## config.mk

```make
export PLATFORM = sky130hd
export DESIGN_NAME = fwsr_host
export DESIGN_NICKNAME = d
export VERILOG_FILES = /design/src/fwsr_pkg.sv /design/src/fwsr_host.sv
export SDC_FILE = /design/constraint.sdc
export NUM_CORES = 1
export LEC_CHECK = 0
export ABC_AREA = 1
export BUFFER_PORTS_ARGS = -buffer_cell sky130_fd_sc_hd__buf_2
export CORE_UTILIZATION = 36
export CTS_BUF_LIST = sky130_fd_sc_hd__clkbuf_4 sky130_fd_sc_hd__clkbuf_8
export DETAILED_ROUTE_END_ITERATION = 7
export GPL_TIMING_DRIVEN = 0
export SYNTH_ARGS = -nofsm -noshare
export SYNTH_HDL_FRONTEND = slang
export SYNTH_SLANG_ARGS = --single-unit
```

## constraint.sdc

```tcl
create_clock -name CORE_CLK -period 7.4 [get_ports CORE_CLK]
set_clock_uncertainty 0.15 [all_clocks]
set_input_delay 0.37 -clock CORE_CLK [delete_from_list [all_inputs] [get_ports CORE_CLK]]
set_output_delay 0.37 -clock CORE_CLK [all_outputs]
set_load 0.005 [all_outputs]
```

## src/fwsr_pkg.sv

```systemverilog
// package for the flash write/status host controller
// assumes a 16-bit parallel flash in word mode outside the chip
package fwsr_pkg;
    localparam int          ADDR_W         = 18;
    localparam int          DATA_W         = 16;
    localparam logic [17:0] UNLOCK_ADDR1   = 18'h00555;
    localparam logic [17:0] UNLOCK_ADDR2   = 18'h002AA;
    localparam logic [7:0]  UNLOCK_DATA1   = 8'hAA;
    localparam logic [7:0]  UNLOCK_DATA2   = 8'h55;
    localparam logic [7:0]  CMD_PROGRAM    = 8'hA0;
    localparam logic [7:0]  CMD_ERASE_SETUP = 8'h80;
    localparam logic [7:0]  CMD_SECTOR_ERASE = 8'h30;
    localparam logic [7:0]  CMD_CHIP_ERASE = 8'h10;
    localparam logic [7:0]  CMD_RESET      = 8'hF0;
    localparam logic [7:0]  CMD_AUTOSELECT = 8'h90;
    localparam logic [7:0]  CMD_BYPASS     = 8'h20;
    localparam logic [7:0]  CMD_BYPASS_EXIT = 8'h00;
    localparam logic [7:0]  CMD_SUSPEND    = 8'hB0;
    localparam logic [7:0]  CMD_RESUME     = 8'h30;
    localparam int          POLL_BIT       = 7;
    localparam int          TOGGLE_BIT     = 6;
    localparam int          FAIL_BIT       = 5;
    localparam int          WINDOW_BIT     = 3;
    localparam int          SECTOR_TOG_BIT = 2;
    localparam int          SECTOR_LSB     = 12;
    localparam int          STROBE_NS      = 100;
    localparam int          CLK_NS         = 100;
    localparam int          STROBE_CYC     = (STROBE_NS + CLK_NS - 1) / CLK_NS;
    localparam logic [3:0]  STROBE_CNT     = 4'(STROBE_CYC);
    localparam logic [3:0]  CNT_ZERO       = 4'h0;
    localparam logic [2:0]  OP_PROGRAM     = 3'h0;
    localparam logic [2:0]  OP_SECTOR_ERASE = 3'h1;
    localparam logic [2:0]  OP_CHIP_ERASE  = 3'h2;
    localparam logic [2:0]  OP_SUSPEND     = 3'h3;
    localparam logic [2:0]  OP_RESUME      = 3'h4;
    localparam logic [2:0]  OP_RESET       = 3'h5;
    localparam logic [2:0]  OP_BYPASS_ON   = 3'h6;
    localparam logic [2:0]  OP_BYPASS_OFF  = 3'h7;
    typedef enum logic [3:0] {
        FWSR_IDLE, FWSR_SETUP, FWSR_STROBE, FWSR_HOLD,
        FWSR_RD_SETUP, FWSR_RD_STROBE, FWSR_RD_DONE, FWSR_DONE
    } fwsr_state_t;
endpackage : fwsr_pkg

```

## src/fwsr_host.sv

```systemverilog
// host controller: issues command sequences to the flash and polls status
// assumes flash pins are synchronous to CORE_CLK; ready/busy pulled up outside
// Notes on behaviour
// - every command cycle is a write, except array or identification reads
// - host writes reset after identification or when timeout fail reads high
// - fast program only after bypass entry; bypass exit returns to reads
// - polling valid after final write strobe; program poll at program address
// - after bit 7 turns true host rereads to get all bits valid; this host ignores bit 7 and stops once bit 6 reads the same twice
module fwsr_host
    import fwsr_pkg::*;
(
    input  wire logic                        CORE_CLK,
    input  wire logic                        RESETN,
    input  wire logic                        CMD_VALID,
    input  wire logic [2:0]                  CMD_OP,
    input  wire logic [fwsr_pkg::ADDR_W-1:0] CMD_ADDR,
    input  wire logic [fwsr_pkg::DATA_W-1:0] CMD_DATA,
    output logic                             CMD_READY,
    output logic                             DONE,
    output logic                             FAIL,
    output logic                             SUSPENDED,
    output logic [fwsr_pkg::DATA_W-1:0]      RD_DATA,
    output logic                             BYPASS_ON,
    output logic [fwsr_pkg::ADDR_W-1:0]      FL_ADDR,
    output logic [fwsr_pkg::DATA_W-1:0]      FL_DQ_OUT,
    input  wire logic [fwsr_pkg::DATA_W-1:0] FL_DQ_IN,
    output logic                             FL_DQ_OE,
    output logic                             FL_CE_N,
    output logic                             FL_WE_N,
    output logic                             FL_OE_N,
    input  wire logic                        FL_READY_BUSY_N
);
    import fwsr_pkg::*;

    // ==========================================================
    // sequence table
    fwsr_state_t           state_ff, nxt_state;
    logic [2:0]            op_ff, nxt_op;
    logic [2:0]            step_ff, nxt_step;
    logic [3:0]            cnt_ff, nxt_cnt;
    logic [ADDR_W-1:0]     tgt_addr_ff, nxt_tgt_addr;
    logic [DATA_W-1:0]     tgt_data_ff, nxt_tgt_data;
    logic [DATA_W-1:0]     prev_ff, nxt_prev;
    logic                  have_prev_ff, nxt_have_prev;
    logic                  fail_seen_ff, nxt_fail_seen;
    logic                  bypass_ff, nxt_bypass;
    logic                  erasing_ff, nxt_erasing;
    logic                  susp_ff, nxt_susp;
    logic                  done_ff, nxt_done;
    logic                  fail_ff, nxt_fail;
    logic [DATA_W-1:0]     rd_ff, nxt_rd;
    logic [ADDR_W-1:0]     addr_ff, nxt_addr;
    logic [DATA_W-1:0]     dq_ff, nxt_dq;
    logic                  oe_ff, nxt_oe;
    logic                  ce_n_ff, nxt_ce_n;
    logic                  we_n_ff, nxt_we_n;
    logic                  rd_n_ff, nxt_rd_n;
    logic [2:0]            nsteps;
    logic [ADDR_W-1:0]     s_addr;
    logic [7:0]            s_data;
    logic                  op_ok;
    logic                  poll_done;

    // number of write cycles per operation
    always_comb begin
        nsteps = 3'd1;
        case (op_ff)
            OP_PROGRAM:      nsteps = bypass_ff ? 3'd2 : 3'd4;
            OP_SECTOR_ERASE: nsteps = 3'd6;
            OP_CHIP_ERASE:   nsteps = 3'd6;
            OP_BYPASS_ON:    nsteps = 3'd3;
            OP_BYPASS_OFF:   nsteps = 3'd2;
            default:         nsteps = 3'd1;
        endcase
    end

    // address/data of each write cycle; upper data lines driven zero as don't care
    always_comb begin
        s_addr = UNLOCK_ADDR1;
        s_data = CMD_RESET;
        case (op_ff)
            OP_SUSPEND: s_data = CMD_SUSPEND;
            OP_RESUME:  s_data = CMD_RESUME;
            OP_RESET:   s_data = CMD_RESET;
            OP_BYPASS_OFF: s_data = (step_ff == 3'd0) ? CMD_AUTOSELECT : CMD_BYPASS_EXIT;
            default: begin
                if (op_ff == OP_PROGRAM && bypass_ff) begin
                    s_data = CMD_PROGRAM;
                    if (step_ff == 3'd1) begin
                        s_addr = tgt_addr_ff;
                    end
                end else begin
                    case (step_ff)
                        3'd0, 3'd3: s_data = UNLOCK_DATA1;
                        3'd1, 3'd4: begin
                            s_data = UNLOCK_DATA2;
                            s_addr = UNLOCK_ADDR2;
                        end
                        3'd2: begin
                            case (op_ff)
                                OP_PROGRAM:   s_data = CMD_PROGRAM;
                                OP_BYPASS_ON: s_data = CMD_BYPASS;
                                default:      s_data = CMD_ERASE_SETUP;
                            endcase
                        end
                        default: begin
                            s_data = (op_ff == OP_CHIP_ERASE) ? CMD_CHIP_ERASE : CMD_SECTOR_ERASE;
                            if (op_ff == OP_SECTOR_ERASE) begin
                                // only sector lines matter here
                                s_addr = {tgt_addr_ff[ADDR_W-1:SECTOR_LSB], {SECTOR_LSB{1'b0}}};
                            end
                        end
                    endcase
                    if (op_ff == OP_PROGRAM && step_ff == 3'd3) begin
                        s_addr = tgt_addr_ff;
                    end
                end
            end
        endcase
    end

    // suspend is only legal while a sector erase runs, resume only while suspended
    always_comb begin
        op_ok = 1'b1;
        if (CMD_OP == OP_SUSPEND) begin
            op_ok = erasing_ff && !susp_ff;
        end else if (CMD_OP == OP_RESUME) begin
            op_ok = susp_ff;
        end
    end

    // toggle stopped: bit 6 reads the same on two successive reads
    assign poll_done = have_prev_ff && (prev_ff[TOGGLE_BIT] == FL_DQ_IN[TOGGLE_BIT]);

    // ==========================================================
    // controller
    always_comb begin
        nxt_state     = state_ff;
        nxt_op        = op_ff;
        nxt_step      = step_ff;
        nxt_cnt       = cnt_ff;
        nxt_tgt_addr  = tgt_addr_ff;
        nxt_tgt_data  = tgt_data_ff;
        nxt_prev      = prev_ff;
        nxt_have_prev = have_prev_ff;
        nxt_fail_seen = fail_seen_ff;
        nxt_bypass    = bypass_ff;
        nxt_erasing   = erasing_ff;
        nxt_susp      = susp_ff;
        nxt_done      = 1'b0;
        nxt_fail      = fail_ff;
        nxt_rd        = rd_ff;
        nxt_addr      = addr_ff;
        nxt_dq        = dq_ff;
        nxt_oe        = oe_ff;
        nxt_ce_n      = ce_n_ff;
        nxt_we_n      = we_n_ff;
        nxt_rd_n      = rd_n_ff;
        case (state_ff)
            FWSR_IDLE: begin
                if (CMD_VALID && op_ok) begin
                    nxt_op       = CMD_OP;
                    nxt_tgt_addr = CMD_ADDR;
                    nxt_tgt_data = CMD_DATA;
                    nxt_step     = 3'd0;
                    nxt_fail     = 1'b0;
                    nxt_state    = FWSR_SETUP;
                end
            end
            FWSR_SETUP: begin
                // address and data are set on the same edge that select and strobe fall
                nxt_addr  = s_addr;
                nxt_dq    = {8'h00, s_data};
                if (op_ff == OP_PROGRAM && step_ff == nsteps - 3'd1) begin
                    nxt_dq = tgt_data_ff;
                end
                nxt_oe    = 1'b1;
                nxt_ce_n  = 1'b0;
                nxt_we_n  = 1'b0;
                nxt_cnt   = STROBE_CNT;
                nxt_state = FWSR_STROBE;
            end
            FWSR_STROBE: begin
                if (cnt_ff == CNT_ZERO) begin
                    // strobe rises with data still held
                    nxt_we_n  = 1'b1;
                    nxt_ce_n  = 1'b1;
                    nxt_state = FWSR_HOLD;
                end else begin
                    nxt_cnt = cnt_ff - 4'h1;
                end
            end
            FWSR_HOLD: begin
                nxt_oe = 1'b0;
                if (step_ff == nsteps - 3'd1) begin
                    nxt_have_prev = 1'b0;
                    nxt_fail_seen = 1'b0;
                    case (op_ff)
                        OP_BYPASS_ON:  nxt_bypass = 1'b1;
                        OP_BYPASS_OFF: nxt_bypass = 1'b0;
                        OP_RESET:      nxt_bypass = 1'b0;
                        OP_SECTOR_ERASE, OP_CHIP_ERASE: nxt_erasing = 1'b1;
                        OP_RESUME:     nxt_susp = 1'b0;
                        default: begin
                        end
                    endcase
                    // program, erase, suspend and resume poll; the rest finish now
                    if (op_ff == OP_PROGRAM || op_ff == OP_SECTOR_ERASE || op_ff == OP_CHIP_ERASE ||
                        op_ff == OP_RESUME || op_ff == OP_SUSPEND) begin
                        nxt_state = FWSR_RD_SETUP;
                    end else begin
                        nxt_state = FWSR_DONE;
                    end
                end else begin
                    nxt_step  = step_ff + 3'd1;
                    nxt_state = FWSR_SETUP;
                end
            end
            FWSR_RD_SETUP: begin
                // poll at the program or sector address so bit 7 and sector toggle mean something
                nxt_addr  = tgt_addr_ff;
                nxt_ce_n  = 1'b0;
                nxt_rd_n  = 1'b0;
                nxt_cnt   = STROBE_CNT;
                nxt_state = FWSR_RD_STROBE;
            end
            FWSR_RD_STROBE: begin
                if (cnt_ff == CNT_ZERO) begin
                    nxt_ce_n = 1'b1;
                    nxt_rd_n = 1'b1;
                    nxt_rd   = FL_DQ_IN;
                    nxt_prev = FL_DQ_IN;
                    nxt_have_prev = 1'b1;
                    nxt_state = FWSR_RD_DONE;
                    if (op_ff == OP_SUSPEND) begin
                        // suspended erase: ready high and toggle bit one still
                        if (poll_done && FL_READY_BUSY_N) begin
                            nxt_susp  = 1'b1;
                            nxt_state = FWSR_DONE;
                        end
                    end else if (poll_done) begin
                        // this read shows the toggle bit unchanged since the previous read
                        nxt_erasing = 1'b0;
                        nxt_state   = FWSR_DONE;
                    end else if (fail_seen_ff) begin
                        // still toggling after the fail flag rose: give up and reset
                        nxt_fail    = 1'b1;
                        nxt_erasing = 1'b0;
                        nxt_op      = OP_RESET;
                        nxt_step    = 3'd0;
                        nxt_state   = FWSR_SETUP;
                    end else if (FL_DQ_IN[FAIL_BIT]) begin
                        nxt_fail_seen = 1'b1;
                    end
                end else begin
                    nxt_cnt = cnt_ff - 4'h1;
                end
            end
            FWSR_RD_DONE: begin
                nxt_state = FWSR_RD_SETUP;
                // erase only suspendable between status reads
                if (CMD_VALID && CMD_OP == OP_SUSPEND && (op_ff == OP_SECTOR_ERASE || op_ff == OP_RESUME)) begin
                    nxt_op    = OP_SUSPEND;
                    nxt_step  = 3'd0;
                    nxt_state = FWSR_SETUP;
                end
            end
            FWSR_DONE: begin
                nxt_done  = 1'b1;
                nxt_state = FWSR_IDLE;
            end
            default: begin
                nxt_state = FWSR_IDLE;
            end
        endcase
    end

    always_ff @(posedge CORE_CLK or negedge RESETN) begin
        if (!RESETN) begin
            state_ff     <= FWSR_IDLE;
            op_ff        <= OP_RESET;
            step_ff      <= 3'd0;
            cnt_ff       <= CNT_ZERO;
            tgt_addr_ff  <= '0;
            tgt_data_ff  <= '0;
            prev_ff      <= '0;
            have_prev_ff <= 1'b0;
            fail_seen_ff <= 1'b0;
            bypass_ff    <= 1'b0;
            erasing_ff   <= 1'b0;
            susp_ff      <= 1'b0;
            done_ff      <= 1'b0;
            fail_ff      <= 1'b0;
            rd_ff        <= '0;
            addr_ff      <= '0;
            dq_ff        <= '0;
            oe_ff        <= 1'b0;
            ce_n_ff      <= 1'b1;
            we_n_ff      <= 1'b1;
            rd_n_ff      <= 1'b1;
        end else begin
            state_ff     <= nxt_state;
            op_ff        <= nxt_op;
            step_ff      <= nxt_step;
            cnt_ff       <= nxt_cnt;
            tgt_addr_ff  <= nxt_tgt_addr;
            tgt_data_ff  <= nxt_tgt_data;
            prev_ff      <= nxt_prev;
            have_prev_ff <= nxt_have_prev;
            fail_seen_ff <= nxt_fail_seen;
            bypass_ff    <= nxt_bypass;
            erasing_ff   <= nxt_erasing;
            susp_ff      <= nxt_susp;
            done_ff      <= nxt_done;
            fail_ff      <= nxt_fail;
            rd_ff        <= nxt_rd;
            addr_ff      <= nxt_addr;
            dq_ff        <= nxt_dq;
            oe_ff        <= nxt_oe;
            ce_n_ff      <= nxt_ce_n;
            we_n_ff      <= nxt_we_n;
            rd_n_ff      <= nxt_rd_n;
        end
    end

    // CMD_READY is registered through state: idle, or between sector erase or resume status reads
    logic ready_ff;
    always_ff @(posedge CORE_CLK or negedge RESETN) begin
        if (!RESETN) begin
            ready_ff <= 1'b0;
        end else begin
            ready_ff <= (nxt_state == FWSR_IDLE) ||
                        (nxt_state == FWSR_RD_DONE && (nxt_op == OP_SECTOR_ERASE || nxt_op == OP_RESUME));
        end
    end

    assign CMD_READY = ready_ff;
    assign DONE      = done_ff;
    assign FAIL      = fail_ff;
    assign SUSPENDED = susp_ff;
    assign RD_DATA   = rd_ff;
    assign BYPASS_ON = bypass_ff;
    assign FL_ADDR   = addr_ff;
    assign FL_DQ_OUT = dq_ff;
    assign FL_DQ_OE  = oe_ff;
    assign FL_CE_N   = ce_n_ff;
    assign FL_WE_N   = we_n_ff;
    assign FL_OE_N   = rd_n_ff;
endmodule : fwsr_host

```

# After elaboration in Yosys (flattened, before gate mapping)
# Index checks and enable logic that the tools add are counted.
# word_totals
reg_bits	110
latchBits	0
mem_bits_rw	0
romBits	0
in_bits	57
output_inout_bits	59
word_cells	198
n_memories	0
# op_classes
addsub	3
multipliers	0
div	0
n_lt_le_gt_ge	0
n_eq_ne	41
n_shift	0
muxes	80
bitwise	0
reduce_logical	53
# ops
operator	count
two-way mux 18 bit	5
one-hot mux 18 bit (2 select lines)	2
two-way mux 3 bit	17
one-hot mux 8 bit (4 select lines)	1
inequality test 2 bit (second input constant)	14
one-hot mux 4 bit (7 select lines)	1
two-way mux 1 bit	27
two-way mux 4 bit	6
one-hot mux 3 bit (4 select lines)	2
one-hot mux 8 bit (3 select lines)	1
equality test 3 bit (second input constant)	7
equality test 4 x 3 -> 1 bit (second input constant)	5
one-hot mux 1 bit (2 select lines)	10
AND reduction 6 bit	3
two-way mux 16 bit	1
two-way mux 8 bit	2
one-hot mux 8 bit (2 select lines)	1
nonzero test 2 bit	8
equality test 3 x 2 -> 1 bit (second input constant)	5
logical NOT 4 bit	3
AND reduction 2 bit	6
OR reduction 2 bit	6
logical AND 1 bit	10
equality test 3 x 1 -> 1 bit (second input constant)	3
other kinds (22)	31

# Longest topological paths before layout
# depth
ltp_word	11
depth_mapped	18
ltp_nobuf	16

# Worst setup path before layout
# No wires, ideal clock.
# synth_timing
path_type	register to register
from	reg op_ff[0]
to	reg dq_ff[5] (netlist: FL_DQ_OUT[5])
setup_time_ns	0.122
arrival_ns	2.522
t_required_ns	7.128
setup_slack_ns	4.606
stages_incl_launch_ff	16
path_buffers	3
period_less_slack_ns	2.794
cell_sequence	dfstp_2 buf_2 nor2_4 nand2_1 inv_2 nand2_1 buf_2 nor3b_1 ha_1 xor2_1 nand3_2 nor2_4 nand2_4 buf_6 o211ai_2 nand2_1
# synth_via
elab_chain_cells	7
elab_cells_between_ends	20
cone_classes	1 x add/sub; 8 x eq/ne; 7 x mux; 4 x reduce/logical
# synth_lines
element	line	text
start: declaration	fwsr_host.sv:38	logic [2:0] op_ff, nxt_op;
start signal: assignment	fwsr_host.sv:303	op_ff <= nxt_op;
equality test 3 x 2 -> 1 bit / equality test 3 x 1 -> 1 bit (equally long branches)	fwsr_host.sv:67, fwsr_host.sv:107	
OR reduction 2 bit (no source line)	--	
one-hot mux 3 bit (4 select lines)	fwsr_host.sv:67	case (op_ff)
subtractor 3 x 1 -> 3 bit	fwsr_host.sv:174	if (op_ff == OP_PROGRAM && step_ff == nsteps - 3'd1) begin
equality test 3 bit	fwsr_host.sv:174	
logical AND 1 bit	fwsr_host.sv:174	
two-way mux 16 bit *	fwsr_host.sv:174	
end signal: assignment	fwsr_host.sv:318	dq_ff <= nxt_dq;
end: declaration	fwsr_host.sv:53	logic [DATA_W-1:0] dq_ff, nxt_dq;
# Mark *: on every way between the ends. The rest lies on a longest branch, timed or not.
# A chain may end at the register's enable or synchronous reset.

# Worst setup path after layout
# Ends and elaborated chain as after synthesis.

==> results_dict.tcl <==
set metrics [dict create \
    outcome "complete, no violations" \
    ys_ff_latch 110 \
    cts_root_buf "clkbuf_8" \
    max_clock_freq_mhz 313 \
    holdWs_ns 0.0214 \
    top_layer "met4" \
    grt_max_degree 65 \
    hold_path_class "input pin to flop" \
    cp-end-kind "flop" \
    dpl_cell_area_um2 6150 \
    wl_um 13100 \
    hold_viol 0 \
    cts.reportedPaths.clkPinSlew_ns 0.10 \
    leakage_nw 3.34 \
    final_net_count 823 \
    cts_tree "done" \
    rows 44 \
    cp.arrival_ns 3.33 \
    met2WireLength_um 6030 \
    design_area_um2 6410 \
    slew_viol_final 0 \
    globalRouteOverflowTotal 0 \
    track_usage_pct 18.4 \
    min_path_cells 3 \
    worstSetupStartpointType "flop" \
    synth_ff_type "dfrtp_1" \
    maxCapViolCount 0 \
    power_density_nw_per_um2 284 \
    yosysSeqAreaShare_pct 51.9 \
    syn_inst 626 \
    routed_via_density 4.80 \
    setup-tns-final_ns 0 \
    die_area_um2 15200 \
    p_total_mw 1.82 \
    htreeDepth 3 \
    start_util_pct 36.7 \
    yosysWarnings 0 \
    setup-violations-final 0 \
    vdd_drop_max_mv 0.129 \
    n_antenna_cell 0 \
    rsz0062_at_grt "false" \
    min_period_over_period_pct 43.2 \
    synth_async_sr_flop_share_pct 100 \
    critPathMaxFanout 10 \
    areaGrowthSynthToFinish_pct 20.7 \
    grt_pass1_wl_um 21300 \
    clk_latency_ns 0.39 \
    r2r_cells 15 \
    first_iter_violations 219 \
    clock_path_buffers 2 \
    io_pins 116 \
    period_minus_slack_ns 3.20 \
    antenna_found_initial 0 \
    tightest_slew_ns 0.681 \
    drcViolationCount 0 \
    wl_per_cell_um 13.9 \
    dr.pass1.iters 4 \
    dp_hpwl_um 9780 \
    syn_area_um2 5310 \
    die_w_um 123 \
    drive_gt1_share_pct 26.2 \
    synth_nets 690 \
    core_area_um2 14500 \
    vias 4546 \
    synth_edf_count 0 \
    syn_area_per_cell_um2 8.48 \
    cts_buffers 9 \
    grt_pass1_vias 4455 \
    synth_cell_types 42 \
    crit_required_ns 7.53 \
    critical_path_class "flop to flop" \
    wl_met1_um 6130 \
    wl_met3_um 664 \
    slew_headroom_pct 54.4 \
    globalplace.congestion 0.840 \
    numClockSinks 110 \
    drtAntennaViolNets 0 \
    die_h_um 123 \
    io_buffers 115 \
]
[worst max-delay path, stage by stage, from the launching register on]
cell	delay, ns
dfstp_2	0.52
buf_2	0.20
nor2_4	0.08
nand2_1	0.13
inv_2	0.07
nand2_1	0.18
buf_2	0.26
nor3b_1	0.21
ha_1	0.27
xor2_1	0.19
nand3_2	0.12
nor2_4	0.19
nand2_4	0.12
buf_6	0.18
o211ai_2	0.14
nand2_1	0.06
[routing by layer]
layer	vias up	track usage, %
li1	2280	-
met1	2123	24.1
met2	119	29.4
met3	24	4.34
met4	0	7.38
met5	-	0
[flip-flops by register name (all words and copies together), names as in the netlist, 4 cells and up]
name and count:
FL_ADDR 18, FL_DQ_OUT 16, RD_DATA 16, cnt_ff 4, state_ff 4, tgt_addr_ff 18, tgt_data_ff 16
[placed cells by master (no fill, tap or decap), drive strengths merged, types with 3 or more instances in the layout]
cell type    synthesis  layout
a21oi               11      11
a31oi               13      13
buf                 10     126
clkbuf               9      19
clkinv               1       5
dfrtp              105     105
dfstp                5       5
dlygate4sd3          0       6
ha                   7       7
inv                 64      64
mux2                14      14
nand2              214     214
nand3               28      28
nand4                6       6
nor2                61      61
nor3                 8       8
o211ai               3       3
o21ai               33      33
o221ai               5       5
o22ai                6       6
o31ai                8       8
xor2                 3       3
[Yosys cell counts (2+ instances only)]
library cell / instances / area, um^2
ha_1: 7 / 87.6
buf_6: 2 / 22.5
a31oi_1: 13 / 81.3
o31ai_2: 7 / 87.6
a21oi_1: 11 / 55.1
buf_2: 7 / 35.0
dfrtp_1: 105 / 2630
clkbuf_1: 9 / 33.8
o22ai_1: 6 / 37.5
mux2_2: 14 / 158
o21ai_1: 5 / 25.0
nor2_2: 4 / 25.0
nand3_2: 3 / 30.0
nand3b_1: 2 / 15.0
o211ai_2: 2 / 25.0
nand2_1: 207 / 777
xnor2_1: 2 / 17.5
xor2_1: 3 / 26.3
inv_2: 8 / 30.0
o221ai_1: 5 / 43.8
or2_2: 2 / 12.5
o21ai_0: 27 / 135
nand4_1: 6 / 37.5
nand2_2: 6 / 37.5
nor2_1: 54 / 203
nor3_1: 8 / 40.0
dfstp_2: 5 / 131
inv_1: 56 / 210
nor2_4: 3 / 33.8
nand3_1: 25 / 125
[what timing repair did]
item	in CTS	in global routing
setup endpoints to repair	0	0
resized for setup	0	0
endpoints found under the hold margin	50	0
setup buffers	0	0
hold buffers	6	0
[final cells by class]
class | count | area [um^2]
Multi-Input combinational cell | 432 | 2210
Clock inverter | 6 | 72.6
Buffer | 19 | 98.8
Fill cell | 1442 | 8070
Inverter | 65 | 245
Sequential cell | 110 | 2760
Tap cell | 184 | 230
Clock buffer | 10 | 131
Timing Repair Buffer | 122 | 666
[logic make-up (layout without fill, tap and decap cells)]
kind of cell | after synthesis | count (layout) | share of synthesized area, %
other cells | 1 | 1 | 0.0706
mux | 14 | 14 | 2.97
buf+inv | 84 | 222 | 6.48
xor+xnor | 5 | 5 | 0.825
fa+ha+maj | 7 | 7 | 1.65
simple gates | 322 | 322 | 25.5
flops | 110 | 110 | 51.9
compound gates | 83 | 83 | 10.6
[where the power goes]
group	switching (mW)	internal [mW]	leakage, nW
sequential	0.0786	0.755	1.35
clock	0.212	0.163	0.100
combinational	0.388	0.226	1.89
total	0.679	1.14	3.34
[worst paths after layout]
check	to	start	slack (ns)
worst min register to register	FL_OE_N	FL_OE_N	0.32
worst max-delay path	FL_DQ_OUT[5]	op_ff[0]	4.20
worst min-delay path	tgt_addr_ff[15]	CMD_ADDR[15]	0.02
worst max register to register	FL_DQ_OUT[5]	op_ff[0]	4.20
min in group asynchronous	FL_DQ_OE	RESETN	0.39
max in group asynchronous	op_ff[0]	RESETN	5.95
[stage by stage]
step | cells | setup WS, ns | util [%]
finish | 948 | 4.20 | 44.3
global placement | 925 | 4.30 | 42.2
floorplan | 626 | 4.61 | -
global route | 948 | 3.91 | 44.3
detailed placement | 926 | 4.25 | 42.5
CTS | 948 | 4.20 | 44.3
No activity file was read; power rests on OpenSTA's default activity.
